### src/verilog/esl_defines.svh
/*
 * timing counts and selector codes for the edid select/learn controller.
 * assumes a 25 MHz core clock; counts derive from times in milliseconds.
 */
`ifndef ESL_DEFINES_SVH
`define ESL_DEFINES_SVH
`define ESL_CLK_HZ        25000000
`define ESL_SETTLE_MS     2000
`define ESL_HPD_MS        1000
`define ESL_LEARN_MS      3000
`define ESL_HDCP_MS       5000
`define ESL_DEB_MS        20
`define ESL_SLOW_HALF_MS  500
`define ESL_FAST_HALF_MS  166
`define ESL_MS2CYC(ms)    ((ms) * (`ESL_CLK_HZ / 1000))
`define ESL_POS_DYN       4'h0
`define ESL_POS_HDCP      4'h1
`define ESL_POS_FAC_LAST  4'h5
`define ESL_POS_USR_FIRST 4'h6
`define ESL_POS_USR_LAST  4'h9
`define ESL_LEN_BASE      9'h080
`define ESL_LEN_EXT       9'h100
`endif

### src/verilog/esl_pkg.sv
/*
 * types for the edid select/learn controller.
 * assumes esl_defines.svh supplies the numbers.
 */
package esl_pkg;
  typedef enum logic [2:0] {
    ESL_SRC_DYN = 3'b001,
    ESL_SRC_FAC = 3'b010,
    ESL_SRC_USR = 3'b100
  } esl_src_t;
  typedef enum logic [3:0] {
    ESL_LED_NORM = 4'b0001,
    ESL_LED_SLOW = 4'b0010,
    ESL_LED_FAST = 4'b0100,
    ESL_LED_WAIT = 4'b1000
  } esl_led_t;
endpackage

### src/verilog/esl_ctrl.sv
/*
 * front-panel controller: per-input edid selection by rotary, learn button,
 * hdcp toggle, hot-plug pulse and edid led blink feedback.
 * assumes an edid engine outside that copies, stores and strips the data;
 * this block issues one-cycle requests to it and waits for done/ok.
 */
// Notes on behaviour
// - position zero presents live sink edid, else the stored dynamic one.
// - new selection becomes active two seconds after the selector settles.
// - each presented edid change pulses that input's hot-plug for a second.
// - only positions six to nine are writable user memories.
// - learn only into active input's user slot, never in autoselect.
// - learn starts after the button is held three seconds.
// - learn success blinks the led slowly three times over three seconds.
// - learn failure blinks the led quickly three times within one second.
// - a newly attached monitor's edid is stored as the dynamic entry.
// - digital edid to an analog port has its digital descriptor stripped.
// - each digital input has its own protection enable flag.
// - selector at one plus five second hold toggles protection enable.
// - a protection change is confirmed by three quick blinks.
// - selection comes only from the rotaries; serial switch ignored.
// - zero dynamic, one to five presets, six to nine user memories.
// - storage handles base and extended length edid structures.
`include "esl_defines.svh"
`timescale 1ns/10ps
`default_nettype none
module esl_ctrl #(
  parameter int NIN      = 4,
  parameter logic [3:0] DIG_MASK = 4'b1001,
  parameter logic [3:0] ANA_MASK = 4'b0110,
  parameter int SETTLE_CYC = `ESL_MS2CYC(`ESL_SETTLE_MS),
  parameter int HPD_CYC    = `ESL_MS2CYC(`ESL_HPD_MS),
  parameter int LEARN_CYC  = `ESL_MS2CYC(`ESL_LEARN_MS),
  parameter int HDCP_CYC   = `ESL_MS2CYC(`ESL_HDCP_MS),
  parameter int DEB_CYC    = `ESL_MS2CYC(`ESL_DEB_MS),
  parameter int SLOW_CYC   = `ESL_MS2CYC(`ESL_SLOW_HALF_MS),
  parameter int FAST_CYC   = `ESL_MS2CYC(`ESL_FAST_HALF_MS)
) (
  // clock, reset, enable
  input  wire logic            core_clk,
  input  wire logic            nrst,
  input  wire logic            clk_en,
  // front panel
  input  wire logic [4*NIN-1:0] rotary_pos,
  input  wire logic            learn_btn,
  input  wire logic [1:0]      active_in,
  input  wire logic            autoselect,
  output logic                 edid_led,
  // sink side
  input  wire logic            sink_present,
  input  wire logic [8:0]      sink_edid_len,
  // edid engine handshake
  output logic                 eng_req,
  output logic [1:0]           eng_op,
  output logic [1:0]           eng_in,
  output logic [3:0]           eng_slot,
  output logic                 eng_ext,
  output logic                 eng_strip,
  input  wire logic            eng_done,
  input  wire logic            eng_ok,
  // per input presentation
  output logic [4*NIN-1:0]     act_pos,
  output logic [NIN-1:0]       act_live,
  output logic [NIN-1:0]       hpd_n,
  output logic [NIN-1:0]       hdcp_en
);
  localparam logic [1:0] OP_APPLY = 2'h0;
  localparam logic [1:0] OP_LEARN = 2'h1;
  localparam logic [1:0] OP_DYN   = 2'h2;
  localparam int CW = 28;

  typedef struct packed {
    logic [NIN-1:0][3:0]  pend;
    logic [NIN-1:0][3:0]  act;
    logic [NIN-1:0]       live;
    logic [NIN-1:0][CW-1:0] set_cnt;
    logic [NIN-1:0][CW-1:0] hpd_cnt;
    logic [NIN-1:0]       hpd_n;
    logic [NIN-1:0]       hdcp;
    logic                 sink_d;
    logic                 btn_s;
    logic [CW-1:0]        deb_cnt;
    logic [CW-1:0]        hold_cnt;
    logic                 held3;
    logic                 hdcp_done;
    logic                 busy;
    logic                 req;
    logic [1:0]           op;
    logic [1:0]           in;
    logic [3:0]           slot;
    logic                 ext;
    logic                 strip;
    esl_pkg::esl_led_t    led_st;
    logic [CW-1:0]        led_cnt;
    logic [2:0]           led_tog;
    logic                 led;
  } esl_st_t;

  esl_st_t st_reg, st_next;

  function automatic esl_pkg::esl_src_t pos_src(input logic [3:0] p);
    if (p == `ESL_POS_DYN) return esl_pkg::ESL_SRC_DYN;
    else if (p <= `ESL_POS_FAC_LAST) return esl_pkg::ESL_SRC_FAC;
    else return esl_pkg::ESL_SRC_USR;
  endfunction

  function automatic logic is_user(input logic [3:0] p);
    return (p >= `ESL_POS_USR_FIRST) && (p <= `ESL_POS_USR_LAST);
  endfunction

  always_comb begin
    logic [3:0] rp;
    logic [3:0] ap;
    rp = 4'h0;
    ap = 4'h0;
    st_next = st_reg;
    st_next.req = 1'b0;
    st_next.sink_d = sink_present;
    // button debounce: level must hold for DEB_CYC before it counts
    if (learn_btn != st_reg.btn_s) begin
      if (st_reg.deb_cnt >= CW'(DEB_CYC - 1)) begin
        st_next.btn_s = learn_btn;
        st_next.deb_cnt = '0;
      end else begin
        st_next.deb_cnt = st_reg.deb_cnt + 1'b1;
      end
    end else begin
      st_next.deb_cnt = '0;
    end
    ap = rotary_pos[4*active_in +: 4];
    if (st_reg.btn_s) begin
      if (st_reg.hold_cnt != '1) st_next.hold_cnt = st_reg.hold_cnt + 1'b1;
    end else begin
      st_next.hold_cnt = '0;
      st_next.held3 = 1'b0;
      st_next.hdcp_done = 1'b0;
    end
    // learn: fires once per press at three seconds, only for user slots
    if (st_reg.btn_s && !st_reg.held3 && !st_reg.busy &&
        st_reg.hold_cnt == CW'(LEARN_CYC) && ap != `ESL_POS_HDCP) begin
      st_next.held3 = 1'b1;
      if (is_user(ap) && !autoselect) begin
        st_next.busy = 1'b1;
        st_next.req = 1'b1;
        st_next.op = OP_LEARN;
        st_next.in = active_in;
        st_next.slot = ap;
        st_next.ext = (sink_edid_len == `ESL_LEN_EXT);
        st_next.strip = 1'b0;
      end else begin
        st_next.led_st = esl_pkg::ESL_LED_FAST;
        st_next.led_cnt = '0;
        st_next.led_tog = '0;
      end
    end
    // protection toggle at five seconds, position one on a digital input
    if (st_reg.btn_s && !st_reg.hdcp_done && st_reg.hold_cnt == CW'(HDCP_CYC) &&
        ap == `ESL_POS_HDCP && DIG_MASK[active_in]) begin
      st_next.hdcp_done = 1'b1;
      st_next.hdcp[active_in] = !st_reg.hdcp[active_in];
      st_next.led_st = esl_pkg::ESL_LED_FAST;
      st_next.led_cnt = '0;
      st_next.led_tog = '0;
    end
    // newly attached monitor: store as dynamic entry
    if (sink_present && !st_reg.sink_d && !st_reg.busy) begin
      st_next.busy = 1'b1;
      st_next.req = 1'b1;
      st_next.op = OP_DYN;
      st_next.ext = (sink_edid_len == `ESL_LEN_EXT);
      st_next.strip = 1'b0;
    end
    // per input selection, only from rotaries
    for (int i = 0; i < NIN; i++) begin
      rp = rotary_pos[4*i +: 4];
      if (rp != st_reg.pend[i]) begin
        st_next.pend[i] = rp;
        st_next.set_cnt[i] = '0;
      end else if (st_reg.set_cnt[i] < CW'(SETTLE_CYC)) begin
        st_next.set_cnt[i] = st_reg.set_cnt[i] + 1'b1;
      end else if (rp != st_reg.act[i]) begin
        st_next.act[i] = rp;
        st_next.hpd_cnt[i] = CW'(HPD_CYC);
      end
      st_next.live[i] = (st_next.act[i] == `ESL_POS_DYN) && sink_present;
      if (st_next.act[i] == `ESL_POS_DYN && st_reg.live[i] != st_next.live[i])
        st_next.hpd_cnt[i] = CW'(HPD_CYC);
      if (st_reg.hpd_cnt[i] != '0 && st_next.hpd_cnt[i] == st_reg.hpd_cnt[i])
        st_next.hpd_cnt[i] = st_reg.hpd_cnt[i] - 1'b1;
      // kept active low in the state so the pin comes straight off a flop
      st_next.hpd_n[i] = (st_next.hpd_cnt[i] == '0);
    end
    // apply request for the lowest input whose active position changed, when not busy; strip set for an analog input given a non-preset source
    if (!st_reg.busy && !st_next.busy) begin
      for (int i = 0; i < NIN; i++) begin
        if (st_next.act[i] != st_reg.act[i] && !st_next.req) begin
          st_next.busy = 1'b1;
          st_next.req = 1'b1;
          st_next.op = OP_APPLY;
          st_next.in = 2'(i);
          st_next.slot = st_next.act[i];
          st_next.strip = ANA_MASK[i] &&
                          pos_src(st_next.act[i]) != esl_pkg::ESL_SRC_FAC;
        end
      end
    end
    if (st_reg.busy && eng_done) begin
      st_next.busy = 1'b0;
      if (st_reg.op == OP_LEARN) begin
        st_next.led_st = eng_ok ? esl_pkg::ESL_LED_SLOW
                                : esl_pkg::ESL_LED_FAST;
        st_next.led_cnt = '0;
        st_next.led_tog = '0;
      end
    end
    // led: normal shows steady on, blinks give six half periods
    unique case (st_reg.led_st)
      esl_pkg::ESL_LED_NORM: st_next.led = 1'b1;
      esl_pkg::ESL_LED_WAIT: st_next.led = 1'b1;
      esl_pkg::ESL_LED_SLOW, esl_pkg::ESL_LED_FAST: begin
        if (st_reg.led_cnt >= ((st_reg.led_st == esl_pkg::ESL_LED_SLOW) ?
            CW'(SLOW_CYC - 1) : CW'(FAST_CYC - 1))) begin
          st_next.led_cnt = '0;
          st_next.led_tog = st_reg.led_tog + 3'h1;
          if (st_reg.led_tog == 3'h5) st_next.led_st = esl_pkg::ESL_LED_NORM;
        end else begin
          st_next.led_cnt = st_reg.led_cnt + 1'b1;
        end
        st_next.led = st_reg.led_tog[0];
      end
    endcase
  end

  always_ff @(posedge core_clk) begin
    if (!nrst) begin
      st_reg <= '0;
      st_reg.led_st <= esl_pkg::ESL_LED_NORM;
      st_reg.hdcp <= DIG_MASK;
      st_reg.hpd_n <= '1;
      st_reg.led <= 1'b1;
    end else if (clk_en) begin
      st_reg <= st_next;
    end
  end

  assign edid_led  = st_reg.led;
  assign eng_req   = st_reg.req;
  assign eng_op    = st_reg.op;
  assign eng_in    = st_reg.in;
  assign eng_slot  = st_reg.slot;
  assign eng_ext   = st_reg.ext;
  assign eng_strip = st_reg.strip;
  assign act_pos   = st_reg.act;
  assign act_live  = st_reg.live;
  assign hpd_n     = st_reg.hpd_n;
  // only digital inputs ever toggle, so analog bits stay at reset zero
  assign hdcp_en   = st_reg.hdcp;
endmodule // esl_ctrl
`default_nettype wire

### config.mk
export PLATFORM = sky130hd
export DESIGN_NAME = esl_ctrl
export DESIGN_NICKNAME = d
export VERILOG_FILES = /design/src/verilog/esl_pkg.sv /design/src/verilog/esl_ctrl.sv
export VERILOG_INCLUDE_DIRS = /design/src /design/src/verilog
export SDC_FILE = /design/constraint.sdc
export NUM_CORES = 1
export LEC_CHECK = 0
export BUFFER_PORTS_ARGS = -buffer_cell sky130_fd_sc_hd__buf_4
export CORE_MARGIN = 4
export CORE_UTILIZATION = 57
export CTS_CLUSTER_DIAMETER = 40
export CTS_CLUSTER_SIZE = 14
export DETAILED_ROUTE_END_ITERATION = 10
export GPL_TIMING_DRIVEN = 0
export PLACE_DENSITY_LB_ADDON = 0.3
export RECOVER_POWER = 100
export SYNTH_ARGS = -nofsm -noshare
export SYNTH_HDL_FRONTEND = slang
export SYNTH_SLANG_ARGS = --single-unit
### constraint.sdc
create_clock -name core_clk -period 3.48 [get_ports core_clk]
set_input_delay 0.696 -clock core_clk [delete_from_list [all_inputs] [get_ports core_clk]]
set_output_delay 0.696 -clock core_clk [all_outputs]
set_load 0.05 [all_outputs]
## Yosys cells after proc, flatten, opt, wreduce, memory -nomap -nowiden

Index checks and enable logic that the tools add are counted.

- Bits in registers: 376
- Input port bits: 35
- Output and inout port bits: 40
- Logic and storage cells: 267

- $add $sub $neg: 12
- Magnitude comparators: 12
- Equality and inequality tests: 38
- Shift-type cells: 1
- Muxes and demuxes: 92
- Reduce and logical (&&, ||, !) cells: 76

Operator list:

| cell | number |
|---|---|
| 28-bit two-way mux | 33 |
| 28-bit by 1-bit adder with 28-bit output (second input constant) | 7 |
| 35-bit two-way mux | 5 |
| 28-bit == test | 4 |
| 28-bit logical NOT | 4 |
| 28-bit by 26-bit < comparator with 1-bit output (second input constant) | 4 |
| 28-bit nonzero test | 4 |
| 28-bit by 1-bit subtractor with 28-bit output (second input constant) | 4 |
| 10-bit two-way mux | 8 |
| 4-bit two-way mux | 15 |
| 28-bit by 27-bit == test with 1-bit output (second input constant) | 2 |
| 4-bit inequality test | 12 |
| 47-bit two-way mux | 1 |
| 1-bit logical AND | 31 |
| 3-bit two-way mux | 10 |
| 28-bit by 19-bit >= comparator with 1-bit output (second input constant) | 1 |
| 28-bit by 24-bit >= comparator with 1-bit output | 1 |
| 28-bit inequality test (second input constant) | 1 |
| 24-bit two-way mux | 1 |
| 2-bit AND reduction | 12 |
| 4-bit logical NOT | 4 |
| 16-bit by 5-bit indexed part select with 4-bit output | 1 |
| 12-bit two-way mux | 1 |
| 2-bit nonzero test | 6 |
| 26 further kinds | 59 |

## Depth between registers and ports, before layout

- Depth after elaboration: 24
- Mapped depth: 15
- Mapped depth without buffers: 13

## Worst setup path before layout

No wires, ideal clock.

- Kind: register to register
- From: register st_reg[116] (netlist name)
- To: register, netlist name hpd_n[0]
- Library setup time: 0.096 ns
- Data arrival time: 3.531 ns
- Data required time: 3.384 ns
- Path slack: -0.147 ns
- Cell stages (with the launch flop): 13
- Buffers on the path: 1
- Clock period less this slack: 3.627 ns
- Cells stage by stage: dfxtp_1 buf_4 inv_1 ha_1 or3b_2 or3_2 or3_4 and2_4 a211o_1 a2111oi_2 nand4b_1 or4_1 o41ai_2

- Longest elaborated chain between the ends: 8
- Elaborated cells between the ends (all ways): 10
- Those cells by class: add/sub (1); eq/ne (1); mux (5); reduce/logical (3)

Ends and longest elaborated chain:

| element | RTL line | source |
|---|---|---|
| start, declared | esl_ctrl.sv:99 | `esl_st_t st_reg, st_next;` |
| start signal, assigned | esl_ctrl.sv:242 | `st_reg <= st_next;` |
| parallel branches: the longest is 6 deep, another holds 28-bit by 1-bit subtractor with 28-bit output | - |  |
| 28-bit two-way mux (*) | esl_ctrl.sv:188 | `if (st_reg.hpd_cnt[i] != '0 && st_next.hpd_cnt[i] == st_reg.hpd_cnt[i])` |
| 28-bit logical NOT (*) | esl_ctrl.sv:191 | `st_next.hpd_n[i] = (st_next.hpd_cnt[i] == '0);` |

Mark *: on every way between the ends.
A chain may end at the register's enable or synchronous reset.

## Worst setup path after layout

- From: input rotary_pos[4]
- To: register, netlist name hpd_n[1]

- Longest elaborated chain between the ends: 13
- Elaborated cells between the ends (all ways): 17
- Those cells by class: eq/ne (4); mux (8); reduce/logical (5)

Ends and longest elaborated chain:

| element | RTL line | source |
|---|---|---|
| start, declared | esl_ctrl.sv:44 | `input wire logic [4*NIN-1:0] rotary_pos,` |
| 4-bit inequality test | esl_ctrl.sv:181 | `end else if (rp != st_reg.act[i]) begin` |
| 4-bit two-way mux | esl_ctrl.sv:181 |  |
| 4-bit two-way mux | esl_ctrl.sv:179 | `end else if (st_reg.set_cnt[i] < CW'(SETTLE_CYC)) begin` |
| 4-bit two-way mux | esl_ctrl.sv:176 | `if (rp != st_reg.pend[i]) begin` |
| 4-bit logical NOT (no line) | - |  |
| 1-bit logical AND | esl_ctrl.sv:185 | `` st_next.live[i] = (st_next.act[i] == `ESL_POS_DYN) && sink_present; `` |
| 1-bit inequality test | esl_ctrl.sv:186 | `` if (st_next.act[i] == `ESL_POS_DYN && st_reg.live[i] != st_next.live[i]) `` |
| 1-bit logical AND | esl_ctrl.sv:186 |  |
| 28-bit two-way mux (*) | esl_ctrl.sv:186 |  |
| 28-bit == test | esl_ctrl.sv:188 |  |
| 1-bit logical AND | esl_ctrl.sv:188 |  |
| 28-bit two-way mux (*) | esl_ctrl.sv:188 |  |
| 28-bit logical NOT (*) | esl_ctrl.sv:191 |  |

Mark *: on every way between the ends. The rest lies on a longest branch, timed or not.

==> metrics.md <==
| Metric | Value |
|---|---|
| Crit path largest cell delay | 850 ps |
| Post-Syn Area | 21,220 um^2 |
| Post-synth EDFFs | 0 |
| Pwr Density | between 500 and 600 nW/um^2 |
| Lkg Pwr | 0.009117 uW |
| Worst-margin pin slew | 1275 ps |
| Antenna Violating Nets Remaining | 0 |
| Fin. Hold Viols | 0 |
| Post-route setup TNS | -374.6 ps |
| Arrival @ worst endpoint | 4150 ps |
| Flops & latches, synth | about 380 |
| Post-route DRC | 0 |
| Post-DP HPWL | just under 50 mm |
| Top-area cell type share of the netlist area | 35.47% |
| Core Area | 36,700 um^2 |
| CP required | 4040 ps |
| Layout Nets | 2,907 |
| # clock sinks | 376 |
| RSZ-0062 raised after global routing | yes |
| Total CTS buffers | 58 |
| Grt ovf | 0 |
| Syn nets | between 2,000 and 3,000 |
| FF/Latch Area | 7546 um^2 |
| Failing checks | setup timing |
| Worst hold margin | 342.1 ps |
| CP Launch Type | input pin |
| Worst skew pair latency | 610 ps |
| Ys async rst share | 0% |
| F_max | 0.2784 GHz |
| Drt total wl | 69.79 mm |
| Synth area leader | dfxtp_1 |
| Post-route setup slack | -111.9 ps |
| Critical path's top delay family | compound AO/OA/AOI/OAI gates |
| Vias in the first global route | approximately 20,000 |
| Setup Skew | approximately 19 ps |
| Die Height | 200.9 um |
| Layout cells sized above 1 | a little over a tenth |
| Max reg flops | about 340 |
| Initial antenna violation count | 4 |
| Tot GR Track Use | 32.96% |
| Hold_buf cts | 0 |
| First-pass GRT wire length | 110.0 mm |
| WL/cell | 20.80 um |
| Final Total Pwr | 12,950 uW |
| Chip width | 200.9 um |
| Yosys warns | 0 |
| Die area | 40,380 um^2 |
| MaxCap Viol Count | 0 |
| Worst slew margin | 14.09% |
| Critical path class | in2reg |
| Crit path buf inv count | 2 |
| Via density | 6.476 |
| H-Tree Level Count | 2 |
| Register area share after synthesis | 35.47% |
| Worst hold path type | in2reg |
| Worst path slowest cell | a311oi_2 |
| Top post-synthesis cells by area | dfxtp_1, nor2_1, nand2_1 |
| CTS tree | built |
| Most frequent cell after synthesis | dfxtp_1 |
| Slew Limit Fails | 0 |
| Setup violators final | 7 |
| Area growth syn-to-layout | 16.65% |
| Run status | complete, but fails checks |
| Worst-path fanout max | 9 |
| Synth cell types | 82 |
| DR iter-0 viols | 2,540 |
| GP Congestion | 0.9781 |
| CTS max path bufs | 3 |
| Most used DFF post-synth | dfxtp_1 |
| Avg Cell Area, Syn | slightly below 8 um^2 |
| CTS Root Cell | clkbuf_16 |
| Critical Path Sink Type | register |
| Filler instances | just over 3,000 |
| Footprint of the multi-input gates | 13,040 um^2 |
| Row cnt | 70 |
| Top cells by count, synth | dfxtp_1, nor2_1, nand2_1, a21oi_1, o21ai_0 |
| Vias | about 22,000 |
| IO Pins | 75 |
| CTS clock-pin slew for the worst setup and hold paths | around 60 ps |
| Peak supply drop | 0.4064 mV |
| IO buf count | 57 |
| Final min period | 3592 ps |
| Critical path cell sequence | clkbuf_1 > xnor2_1 > nand4_1 > a311oi_2 > buf_12 > mux2_2 > a311oi_1 > a41oi_1 > nor4_1 > and4b_1 > a31o_2 |
| First-pass DRT Iterations | 6 |
| Largest net degree at the start of global routing | 15 |
| Initial Utilization | 57.82% |
| Final period util | 103.2% |
| Syn Inst Count | 2,713 |
## metrics by stage
step / utilization [%] / area [um^2] / setup slack [ps] / std cells
finish: 67.45 / 24750 / -111.9 / 3356
global route: 67.45 / 24750 / -183.2 / 3356
CTS: 66.97 / 24580 / -170.6 / 3350
detailed placement: 60.62 / 22250 / -1266 / 3238
global placement: 60.62 / 22250 / -1318 / 3238
floorplan: - / 21230 / 31.49 / 2713
## layout make-up
class	count	share of cell area (%)
sequential	376	30.48
inverter	61	0.9250
tap	468	2.366
clock inverter	45	2.305
clock buffer	63	6.106
buffer	180	3.452
timing repair buffer	74	1.658
multi-input combinational	2087	52.68
antenna	2	0.02022
## report_power, final
group | internal (uW) | total (uW) | switching, uW
combinational | 735 | 2120 | 1380
sequential | 4440 | 4640 | 196
clock | 3820 | 6190 | 2370
## layout by cell type, fill, tap and decap left out, types with 60 or more instances in the layout
master      n
xor2_1     87
nand4_1    60
o21ai_0   167
nor2_1    361
clkbuf_1  156
nand3_1   101
nand2_1   229
xnor2_1    70
mux2i_1    60
a21oi_1   166
dfxtp_1   369
buf_4      68
nor3_1     96
## per-layer routing
layer	share of wire [%]	up-vias	global-route usage, %	wire, um
met5	0.027	-	0	19
met4	4.4	4	15.34	3040
met3	9.9	206	7.157	6934
met2	44	1076	51.36	30890
met1	41	10360	43.83	28910
li1	-	10090	-	-
## worst register-to-register path: stages, from the launching register on
cell	delay (ps)
dfxtp_4	370
inv_2	60
ha_1	140
or3b_4	380
or3_4	360
or3_4	390
buf_4	150
buf_4	130
nand4_1	260
nor3_1	110
nor3_1	150
a31oi_1	90
or4_4	550
o41ai_2	300
## repair_timing
action | CTS | global route
pin swaps | 11 | 13
hold endpoints to repair | 0 | 0
setup endpoints to repair | 77 | 109
resized for setup | 49 | 82
buffers inserted | 9 | 8
## final timing paths
path	from	to	slack, ps	cells after the start
min	learn_btn	st_reg[106]$_SDFFE_PN0P_	340	3
max reg2reg	st_reg[116]$_SDFFE_PN0P_	hpd_n[0]$_SDFFE_PN1P_	-80	13
min reg2reg	st_reg[28]$_SDFFE_PN0P_	st_reg[28]$_SDFFE_PN0P_	460	2
max	rotary_pos[4]	hpd_n[1]$_SDFFE_PN1P_	-110	11
## kinds of logic after synthesis
logic type,after synthesis,share of synthesized area (%)
compound gates,576,17.08
xor+xnor,157,6.480
fa+ha+maj,34,2.005
buf+inv,250,5.230
flops,376,35.47
mux,77,3.933
simple gates,1243,29.81
Power figures use the tool's default switching activity.
